**config.mk**
```make
export PLATFORM = sky130hd
export DESIGN_NAME = bsc_strap_capture
export DESIGN_NICKNAME = d
export VERILOG_FILES = /design/src/bsc_pkg.sv /design/src/bsc_reg_if.sv /design/src/bsc_edge_detect.sv /design/src/bsc_apb_slave.sv /design/src/bsc_strap_capture.sv
export SDC_FILE = /design/constraint.sdc
export NUM_CORES = 1
export LEC_CHECK = 0
export CAP_MARGIN = 20
export CORE_UTILIZATION = 40
export DETAILED_ROUTE_END_ITERATION = 16
export DONT_BUFFER_PORTS = 1
export SYNTH_ARGS = -nofsm -noshare
export SYNTH_HDL_FRONTEND = slang
export SYNTH_HIERARCHICAL = 1
export SYNTH_SLANG_ARGS = --single-unit
```
**constraint.sdc**
```tcl
create_clock -name clk -period 2.55 [get_ports clk]
set_clock_uncertainty 0.05 [all_clocks]
set_input_delay 0.51 -clock clk [delete_from_list [all_inputs] [get_ports clk]]
set_output_delay 0.51 -clock clk [all_outputs]
set_load 0.005 [all_outputs]
```
**src/bsc_pkg.sv**
```systemverilog
/*
 constants for the boot strap configuration capture block:
 register offsets, field positions, reset values and counts.
 assumes a 32-bit apb register bus and one 100 MHz clock.

*/
package bsc_pkg;
   localparam int STRAP_W = 29;
   localparam logic [28:0] STRAP_RESET = 29'h014A454;
   localparam int BIT_VEC_HI = 0;
   localparam int BIT_BIG_END = 1;
   localparam int BIT_FP_EN = 2;
   localparam int BIT_MP_SEL = 3;
   localparam int BIT_ST_ALIAS = 4;
   localparam int BIT_DY_ALIAS = 5;
   localparam int BIT_BR_MAP = 6;
   localparam int BIT_USE_PLL = 10;
   localparam int BIT_PLL_BYP = 11;
   localparam int BIT_PLL_SFB = 12;
   localparam int BIT_DIV_LO = 13;
   localparam int BIT_MISCA_LO = 7;
   localparam int BIT_MISCB_LO = 15;
   localparam logic [31:0] VEC_BASE_LOW = 32'h00000000;
   localparam logic [31:0] VEC_BASE_HIGH = 32'hFFFF0000;
   localparam logic [7:0] OFS_CAPTURED = 8'h00;
   localparam logic [7:0] OFS_CTRL = 8'h04;
   localparam logic [7:0] OFS_STATUS = 8'h08;
   localparam logic [7:0] OFS_PADS = 8'h0C;
   localparam int CTRL_LIVE = 0;
   localparam int CTRL_SAMPLE = 1;
   localparam int CTRL_CLEAR = 2;
   localparam int STAT_RESV = 0;
   localparam int STAT_IN_RST = 1;
   localparam int STAT_TAKEN = 2;
   localparam int STAT_CNT_LO = 8;
   localparam int CNT_W = 8;
   typedef enum logic [1:0] {
      ALIAS_NONE = 2'b00,
      ALIAS_STATIC = 2'b01,
      ALIAS_RESERVED = 2'b10,
      ALIAS_EXPANSION = 2'b11
   } bsc_alias_t;
endpackage

```
**src/bsc_reg_if.sv**
```systemverilog
/*
 interface carrying register accesses from the apb slave to the core.
 assumes both ends run on the same clock.
*/
`timescale 1ns/1ns
`default_nettype none
interface bsc_reg_if;
   logic wr_en;
   logic rd_en;
   logic [7:0] addr;
   logic [31:0] wdata;
   logic [31:0] rdata;
   logic err;
   modport slave (output wr_en, output rd_en, output addr, output wdata,
      input rdata, input err);
   modport core (input wr_en, input rd_en, input addr, input wdata,
      output rdata, output err);
endinterface
`default_nettype wire

```
**src/bsc_edge_detect.sv**
```systemverilog
/*
 rising edge detector turning a synchronous level into a one-cycle pulse.
 assumes the level is already synchronous to clk.
*/
`timescale 1ns/1ns
`default_nettype none
module bsc_edge_detect
   import bsc_pkg::*;
(
   // clock and reset
   input wire logic clk,
   input wire logic reset_n,
   // level in, pulse out
   input wire logic level_in,
   output logic rise_pulse
);
   logic prev_reg;
   logic rise_reg;
   wire rise_next = level_in & ~prev_reg;

   // a level already high at reset release is not an edge
   always_ff @(posedge clk or negedge reset_n) begin
      if (!reset_n) begin
         prev_reg <= 1'b1;
         rise_reg <= 1'b0;
      end else begin
         prev_reg <= level_in;
         rise_reg <= rise_next;
      end
   end

   assign rise_pulse = rise_reg;
endmodule
`default_nettype wire

```
**src/bsc_apb_slave.sv**
```systemverilog
/*
 apb slave front end: one wait state, then pready with data or error.
 assumes apb3 signalling and a core that decodes over bsc_reg_if.
*/
`timescale 1ns/1ns
`default_nettype none
module bsc_apb_slave
   import bsc_pkg::*;
(
   // clock and reset
   input wire logic clk,
   input wire logic reset_n,
   // apb
   input wire logic psel,
   input wire logic penable,
   input wire logic pwrite,
   input wire logic [7:0] paddr,
   input wire logic [31:0] pwdata,
   output logic [31:0] prdata,
   output logic pready,
   output logic pslverr,
   // core side
   bsc_reg_if.slave rif
);
   logic pready_reg;
   logic pslverr_reg;
   logic [31:0] prdata_reg;
   // first access cycle loads the answer, second completes
   wire access_start = psel & penable & ~pready_reg;
   wire access_done = psel & penable & pready_reg;

   assign rif.addr = paddr;
   assign rif.wdata = pwdata;
   assign rif.wr_en = access_done & pwrite;
   assign rif.rd_en = access_done & ~pwrite;

   always_ff @(posedge clk or negedge reset_n) begin
      if (!reset_n) begin
         pready_reg <= 1'b0;
         pslverr_reg <= 1'b0;
         prdata_reg <= 32'h00000000;
      end else begin
         pready_reg <= access_start;
         pslverr_reg <= access_start & rif.err;
         prdata_reg <= (access_start & ~pwrite) ? rif.rdata : 32'h00000000;
      end
   end

   assign pready = pready_reg;
   assign pslverr = pslverr_reg;
   assign prdata = prdata_reg;
endmodule
`default_nettype wire

```
**src/bsc_strap_capture.sv**
```systemverilog
/*
 boot strap configuration capture: samples the strap pads into a store,
 holds them as configuration outputs and decodes them for consumers.
 assumes pads and strobes are synchronous to clk; reset_n is this
 block's own reset, chip_reset_n the reset of the rest of the chip.
*/
// Design decisions made here: the APB slave port and the address map.
`timescale 1ns/1ns
`default_nettype none
module bsc_strap_capture
   import bsc_pkg::*;
#(
   parameter int WIDTH = STRAP_W,
   parameter logic [28:0] RESET_VALUE = STRAP_RESET
)
(
   // clock and own reset
   input wire logic clk,
   input wire logic reset_n,
   // strap sampling control
   input wire logic [WIDTH-1:0] strap_input_bus,
   input wire logic strap_sample_clock,
   input wire logic strap_clear_n,
   input wire logic chip_reset_n,
   // apb register bus
   input wire logic psel,
   input wire logic penable,
   input wire logic pwrite,
   input wire logic [7:0] paddr,
   input wire logic [31:0] pwdata,
   output logic [31:0] prdata,
   output logic pready,
   output logic pslverr,
   // processor configuration
   output logic vector_base_high_sel,
   output logic [31:0] vector_base_addr,
   output logic big_endian_init_sel,
   output logic fp_coproc_enable,
   // memory system configuration
   output logic multiport_static_sel,
   output logic static_alias_enable,
   output logic dynamic_alias_enable,
   output logic [1:0] alias_target,
   output logic bridge_map_sel,
   // clock configuration
   output logic use_pll_sel,
   output logic pll_bypass_sel,
   output logic pll_short_feedback_sel,
   output logic [1:0] bus_clock_div_sel,
   output logic [2:0] bus_clock_divisor,
   // straps for consumers elsewhere
   output logic [2:0] strap_misc_low,
   output logic [13:0] strap_misc_high,
   // chip running with captured mode
   output logic config_in_force
);

   // divisor is the field plus one
   function automatic logic [2:0] div_of(input logic [1:0] f);
      div_of = {1'b0, f} + 3'h1;
   endfunction

   // alias decode; reserved combination kept visible, not masked
   function automatic bsc_alias_t alias_of(input logic st, input logic dy);
      alias_of = bsc_alias_t'({dy, st});
   endfunction

   function automatic logic [31:0] vec_of(input logic hi);
      vec_of = hi ? VEC_BASE_HIGH : VEC_BASE_LOW;
   endfunction

   bsc_reg_if rif ();

   bsc_apb_slave u_apb (
      .clk(clk),
      .reset_n(reset_n),
      .psel(psel),
      .penable(penable),
      .pwrite(pwrite),
      .paddr(paddr),
      .pwdata(pwdata),
      .prdata(prdata),
      .pready(pready),
      .pslverr(pslverr),
      .rif(rif)
   );

   logic sample_pulse;

   bsc_edge_detect u_edge (
      .clk(clk),
      .reset_n(reset_n),
      .level_in(strap_sample_clock),
      .rise_pulse(sample_pulse)
   );

   // state
   logic [WIDTH-1:0] store_reg;
   logic [WIDTH-1:0] store_next;
   logic live_reg;
   logic resv_seen_reg;
   logic taken_reg;
   logic [CNT_W-1:0] count_reg;
   logic chip_in_reset_reg;
   logic in_force_reg;
   logic [31:0] vec_addr_reg;
   logic [2:0] divisor_reg;
   bsc_alias_t alias_reg;

   // register decode
   wire hit_captured = (rif.addr == OFS_CAPTURED);
   wire hit_ctrl = (rif.addr == OFS_CTRL);
   wire hit_status = (rif.addr == OFS_STATUS);
   wire hit_pads = (rif.addr == OFS_PADS);
   wire hit_any = hit_captured | hit_ctrl | hit_status | hit_pads;
   wire wr_ctrl = rif.wr_en & hit_ctrl;
   wire wr_status = rif.wr_en & hit_status;

   // software commands are one-shot, not stored
   wire sw_sample = wr_ctrl & rif.wdata[CTRL_SAMPLE];
   wire sw_clear = wr_ctrl & rif.wdata[CTRL_CLEAR];

   // capture only while the chip is held in reset, unless live mode set
   wire capture_gate = chip_in_reset_reg | live_reg;
   wire do_capture = (sample_pulse | sw_sample) & capture_gate;
   wire do_clear = ~strap_clear_n | sw_clear;

   // clear beats capture; otherwise the store just holds
   assign store_next = do_clear ? RESET_VALUE :
      (do_capture ? strap_input_bus : store_reg);

   wire next_resv = store_next[BIT_DY_ALIAS] & ~store_next[BIT_ST_ALIAS];
   wire resv_set = do_capture & ~do_clear & next_resv;
   wire resv_clr = wr_status & rif.wdata[STAT_RESV];

   // read mux
   wire [31:0] ctrl_view = {31'h00000000, live_reg};
   wire [31:0] status_view = {16'h0000, count_reg, 5'h00,
      taken_reg, chip_in_reset_reg, resv_seen_reg};
   wire [31:0] captured_view = {3'h0, store_reg};
   wire [31:0] pads_view = {3'h0, strap_input_bus};

   assign rif.rdata = hit_captured ? captured_view :
      hit_ctrl ? ctrl_view :
      hit_status ? status_view :
      hit_pads ? pads_view : 32'h00000000;
   assign rif.err = ~hit_any;

   // own reset, independent of chip_reset_n; reset value is a usable mode
   always_ff @(posedge clk or negedge reset_n) begin
      if (!reset_n) begin
         store_reg <= RESET_VALUE;
      end else begin
         store_reg <= store_next;
      end
   end

   // derived outputs follow the store with no extra delay
   always_ff @(posedge clk or negedge reset_n) begin
      if (!reset_n) begin
         vec_addr_reg <= VEC_BASE_LOW;
         divisor_reg <= 3'h2;
         alias_reg <= ALIAS_STATIC;
      end else begin
         vec_addr_reg <= vec_of(store_next[BIT_VEC_HI]);
         divisor_reg <= div_of(store_next[BIT_DIV_LO +: 2]);
         alias_reg <= alias_of(store_next[BIT_ST_ALIAS],
            store_next[BIT_DY_ALIAS]);
      end
   end

   // chip reset level and live mode
   always_ff @(posedge clk or negedge reset_n) begin
      if (!reset_n) begin
         chip_in_reset_reg <= 1'b1;
         in_force_reg <= 1'b0;
         live_reg <= 1'b0;
      end else begin
         chip_in_reset_reg <= ~chip_reset_n;
         in_force_reg <= chip_reset_n;
         if (wr_ctrl) begin
            live_reg <= rif.wdata[CTRL_LIVE];
         end
      end
   end

   // sticky reserved-combination flag: a set wins over a clear
   always_ff @(posedge clk or negedge reset_n) begin
      if (!reset_n) begin
         resv_seen_reg <= 1'b0;
      end else if (resv_set) begin
         resv_seen_reg <= 1'b1;
      end else if (resv_clr) begin
         resv_seen_reg <= 1'b0;
      end
   end

   // capture bookkeeping; count saturates rather than wraps
   always_ff @(posedge clk or negedge reset_n) begin
      if (!reset_n) begin
         taken_reg <= 1'b0;
         count_reg <= '0;
      end else if (do_clear) begin
         taken_reg <= 1'b0;
      end else if (do_capture) begin
         taken_reg <= 1'b1;
         if (count_reg != {CNT_W{1'b1}}) begin
            count_reg <= count_reg + 8'h01;
         end
      end
   end

   // configuration outputs from the store; vector base, alias target and divisor from their decode registers
   assign vector_base_high_sel = store_reg[BIT_VEC_HI];
   assign vector_base_addr = vec_addr_reg;
   assign big_endian_init_sel = store_reg[BIT_BIG_END];
   assign fp_coproc_enable = store_reg[BIT_FP_EN];
   assign multiport_static_sel = store_reg[BIT_MP_SEL];
   assign static_alias_enable = store_reg[BIT_ST_ALIAS];
   assign dynamic_alias_enable = store_reg[BIT_DY_ALIAS];
   assign alias_target = alias_reg;
   assign bridge_map_sel = store_reg[BIT_BR_MAP];
   assign use_pll_sel = store_reg[BIT_USE_PLL];
   assign pll_bypass_sel = store_reg[BIT_PLL_BYP];
   assign pll_short_feedback_sel = store_reg[BIT_PLL_SFB];
   assign bus_clock_div_sel = store_reg[BIT_DIV_LO +: 2];
   assign bus_clock_divisor = divisor_reg;
   assign strap_misc_low = store_reg[BIT_MISCA_LO +: 3];
   assign strap_misc_high = store_reg[BIT_MISCB_LO +: 14];
   // consumers may trust the outputs once the chip leaves reset
   assign config_in_force = in_force_reg;
endmodule
`default_nettype wire

```
# After elaboration in Yosys (flattened, before gate mapping)

Index checks and enable logic that the tools add are counted.

Register bits after elaboration: 112
Bits in latches: 0
Bits in writable memories: 0
Memory bits (read-only): 0
Bits of input ports: 77
Output and inout port bits: 101
Word-level logic and storage cells: 68
Memories kept: 0

$add $sub $neg: 2
$mul: 0
Divide/modulo/power cells: 0
Order comparisons: 0
Eq/ne operators: 4
Shift-type cells: 0
Mux-type cells: 12
Bitwise gates (word level): 30
Reductions and logical operators: 4

Operator list:

| operator              | number |
|---|---|
| $mux W29              | 7 |
| $mux W32              | 1 |
| $and A1 B1 Y1         | 16 |
| $eq A8 B4 Y1 const B  | 2 |
| $add A8 B1 Y8 const B | 1 |
| $eq A8 B3 Y1 const B  | 1 |
| $logic_not A8 Y1      | 1 |
| $ne A8 B8 Y1 const B  | 1 |
| $not A1 Y1            | 8 |
| $or A1 B1 Y1          | 6 |
| $mux W1               | 4 |
| $reduce_bool A2 Y1    | 2 |
| $add A2 B1 Y3 const B | 1 |
| $reduce_and A3 Y1     | 1 |

# Longest topological paths before layout

Depth in word-level cells: 13
Depth in mapped cells: 8
Depth with buffers taken out: 6

# By module

The synthesis kept the hierarchy.

By module, submodules not included:

| module            | instances | cells each | area an instance (um^2) | seq. area each (um^2) |
|---|---|---|---|---|
| bsc_strap_capture | 1         | 296        | 2658.8                  | 1138.6 |
| bsc_apb_slave     | 1         | 115        | 1432.6                  | 850.8 |
| bsc_edge_detect   | 1         | 3          | 65.1                    | 51.3 |

# Worst setup path before layout

Ideal clock, no wire load.

Path type: in2reg
From: input paddr[7]
To: register divisor_reg[1], in the netlist bus_clock_divisor[1]
Arrival: 2.174 ns
Data required time: 2.417 ns
Path slack: 0.242 ns
Stages on the path: 8
Buffers on the path: 2
Path through: buf_4 -> nor4_4 -> nand2_4 -> o31a_1 -> buf_2 -> mux2i_1 -> nand2_1 -> ha_1

Cells in the longest elaborated chain, start to end: 8
Elaborated cells between the ends (all ways): 10

Ends and longest elaborated chain:

| item                 | RTL line                 | text |
|---|---|---|
| start, declared      | bsc_strap_capture.sv:29  | `input wire logic [7:0] paddr,` |
| $eq A8 B3 Y1 (*)     | bsc_strap_capture.sv:112 | `wire hit_ctrl = (rif.addr == OFS_CTRL);` |
| $and A1 B1 Y1 (*)    | bsc_strap_capture.sv:116 | `wire wr_ctrl = rif.wr_en & hit_ctrl;` |
| $and A1 B1 Y1        | bsc_strap_capture.sv:120 | `wire sw_sample = wr_ctrl & rif.wdata[CTRL_SAMPLE];` |
| $or A1 B1 Y1         | bsc_strap_capture.sv:125 | `wire do_capture = (sample_pulse \| sw_sample) & capture_gate;` |
| $and A1 B1 Y1        | bsc_strap_capture.sv:125 |  |
| $mux W29             | bsc_strap_capture.sv:130 | `(do_capture ? strap_input_bus : store_reg);` |
| $mux W29 (*)         | bsc_strap_capture.sv:129 | `assign store_next = do_clear ? RESET_VALUE :` |
| net store_next[13]   | bsc_strap_capture.sv:99  | `logic [WIDTH-1:0] store_next;` |
| $add A2 B1 Y3 (*)    | bsc_strap_capture.sv:60  | `div_of = {1'b0, f} + 3'h1;` |
| end signal, assigned | bsc_strap_capture.sv:166 | `divisor_reg <= div_of(store_next[BIT_DIV_LO +: 2]);` |
| end, declared        | bsc_strap_capture.sv:107 | `logic [2:0] divisor_reg;` |

Mark *: on every way through the listed nets, which the timed path passes. The rest lies on a longest branch. The select of a mux whose other input is x is not followed.
A chain may end at the register's enable or synchronous reset.

# Worst setup path in the final report

From: register u_apb.pready_reg, in the netlist u_apb/pready
To: register count_reg[7]

Cells in the longest elaborated chain, start to end: 7
Elaborated cells between the ends (all ways): 10

Ends and longest elaborated chain:

| item                                        | RTL line                                           | text |
|---|---|---|
| start, declared                             | bsc_apb_slave.sv:25                                | `logic pready_reg;` |
| start signal, assigned                      | bsc_apb_slave.sv:43                                | `pready_reg <= access_start;` |
| $and A1 B1 Y1 (*)                           | bsc_apb_slave.sv:30                                | `wire access_done = psel & penable & pready_reg;` |
| $and A1 B1 Y1 (*)                           | bsc_apb_slave.sv:34                                | `assign rif.wr_en = access_done & pwrite;` |
| net rif.wr_en                               | bsc_reg_if.sv:8                                    | `logic wr_en;` |
| $and A1 B1 Y1 (*)                           | bsc_strap_capture.sv:116                           |  |
| $and A1 B1 Y1 (on tied branches)            | bsc_strap_capture.sv:120, bsc_strap_capture.sv:121 |  |
| $or A1 B1 Y1 (on tied branches)             | bsc_strap_capture.sv:125, bsc_strap_capture.sv:126 |  |
| $and A1 B1 Y1 or $not A1 Y1 (tied branches) | -                                                  |  |
| $reduce_and A3 Y1 (no source line) (*)      | -                                                  |  |
| end signal, assigned                        | bsc_strap_capture.sv:208                           | `count_reg <= count_reg + 8'h01;` |
| end, declared                               | bsc_strap_capture.sv:103                           | `logic [CNT_W-1:0] count_reg;` |

Mark *: on every way through the listed nets, which the timed path passes. The rest lies on a longest branch.

==> summary.txt <==
Worst setup path
  – R2R depth: 5
  – Crit-path max FO: 8
  – Crit Path Category: reg -> reg
  – Crit path DAT: 2.39 ns
  – CP bufs+invs: 0
  – CP Cell Sequence: and4_1 -> nand4b_1 -> o31a_1 -> nor4_2 -> mux2_1
  – Worst Path Required: 2.73 ns
  – Critical path's top delay family: simple AND/OR/NAND/NOR gates
  – Crit. path cell count: 5
  – CP endpoint kind: register
  – Crit-path slowest cell: o31a_1
  – Slowest stage delay, CP: 0.44 ns
  – Worst Setup Start Kind: register

Layout
  – Layout cells sized above 1: 14.25%
  – Commonest non-fill, non-tap cell in the layout: dfrtp_1
  – FF+latch area: 2041 um^2
  – Design area: around 4000 um^2
  – Layout Nets: ~440
  – Number of diodes: 0
  – Filler cells: just over 900
  – Multi-input gate area: 1503 um^2
  – Most frequent cells in the layout: dfrtp_1, nand2_1, and2_1
  – Max reg flops: 32
  – Synth-to-Final Area Change: 3.056%

Floorplan
  – Die Ht: 101.1 um
  – Num rows: 35
  – DIE AREA: 10230 um^2
  – Io pins: 178
  – Die width: 101.1 um
  – Core area: 9371 um^2
  – Initial Utilization: 41.95%

Timing
  – Fin Setup TNS: 0 ns
  – RSZ-0062 raised after global routing: false
  – Final hold violations: 0
  – Max-slew violations: 0
  – Max Clk Rate: approximately 450 MHz
  – Final setup fails: 0
  – Fin worst setup slack: 0.3453 ns
  – Slew at the pin with the worst max-slew slack: 0.5155 ns
  – Min Tclk post-route: around 2.2 ns
  – Fin crit share: 86.46%
  – Relative slew slack: 65.63%

Drt
  – DR pass1 iterations: 4
  – Total routed wirelength: 8757 um
  – Antenna viol nets, final: 0
  – Wire length per cell: 17.73 um
  – Via Count: around 2500
  – Remaining DRCs: 0
  – Routed vias/inst: 5.091
  – Starting DRT DRC Count: between 100 and 150

GRT
  – Vias in the first global route: 2596
  – Aggregate global routing overflow: 0
  – Total GRT Usage: a little under a fifth
  – First-pass GRT wire length: 14220 um
  – Largest net degree at the start of global routing: 82
  – Initial antenna violation count: 0

Clock tree
  – Clock transition at path regs: 0.09 ns
  – Clk Tree Root Cell: clkbuf_8
  – Total CTS buffers: 9
  – CTS max path bufs: 2
  – CTS sink cnt: ~80
  – H-tree depth: 3
  – Clock Latency Late Sink: 0.35 ns
  – # resized after CTS: 0
  – CTS tree: yes

Power
  – Max VDD drop: 0.2840 mV
  – Leakage power: 1.863 nW
  – PwrDens: ~640 nW/um^2

Placement
  – DP HPWL: 5815 um
  – Global placer's final weighted congestion: 0.8327
  – Place WS: 0.2084 ns
  – Port bufs: 0
  – Placed inst area: approximately 3800 um^2

Yosys
  – Netlist Area Pre-Place: between 3000 and 4000 um^2
  – Syn Inst Count: 384
  – Mean post-synth cell area: 10.24 um^2
  – YS warnings: 6

Worst hold path
  – Min-delay worst type: in -> reg
  – Worst Hold Depth: 0

Job
  – MaxCap Viol Count: 0

Status
  – Status: finished, final reports clean
## worst paths after layout
check | start | to | slack [ns]
min | strap_sample_clock | u_edge/prev_reg$_DFF_PN1_ | 0.1
max reg2reg | u_apb/pready$_DFF_PN0_ | count_reg[7]$_DFFE_PN0P_ | 0.35
min in group asynchronous | reset_n | bus_clock_divisor[2]$_DFF_PN0_ | 0.66
max in group asynchronous | reset_n | alias_target[0]$_DFF_PN1_ | 1.42
min reg2reg | taken_reg$_DFFE_PN0P_ | taken_reg$_DFFE_PN0P_ | 0.46
max | u_apb/pready$_DFF_PN0_ | count_reg[7]$_DFFE_PN0P_ | 0.35
## layer usage
layer | GRT usage, % | part of all wire, % | vias to the layer above
li1 | - | - | 1165
met1 | 22.69 | 40 | 1223
met2 | 29.46 | 49 | 117
met3 | 6.832 | 9.6 | 10
met4 | 7.469 | 1.4 | 0
met5 | 0 | 0 | -
## stage by stage
step	hold WS, ns	utilization (%)	power, mW	cells
3_5_place_dp	0.1661	40.53	1.624	476
5_1_grt	0.06455	43.23	2.760	494
2_1_floorplan	0.1644	-	1.623	402
4_1_cts	0.01656	43.12	2.652	493
6_report	0.09957	43.23	2.613	494
3_3_place_gp	0.1660	40.53	1.618	476
## area by class of cell
cell class / instances / share of cell area, %
sequential: 81 / 50.37
multi-input combinational: 252 / 37.09
tap: 129 / 3.984
clock buffer: 11 / 3.737
timing repair buffer: 13 / 2.965
clock inverter: 5 / 1.575
inverter: 3 / 0.2779
## worst register-to-register path, cell delays in order, from the launching register on
cell and delay (ns):
dfrtp_1 0.42, and4_1 0.31, nand4b_1 0.22, o31a_1 0.44, nor4_2 0.30, mux2_1 0.34
## report_power, final
group          total [mW]  switching, mW  internal [mW]
clock               0.984          0.473          0.511
combinational       0.220          0.127         0.0924
sequential           1.41         0.0605           1.35
## what timing repair did
| action | CTS | global route |
|---|---|---|
| hold buffers | 1 | 1 |
| setup buffers | 0 | 0 |
| hold endpoints to repair | 81 | 2 |
(Power assumes the default switching activity.)
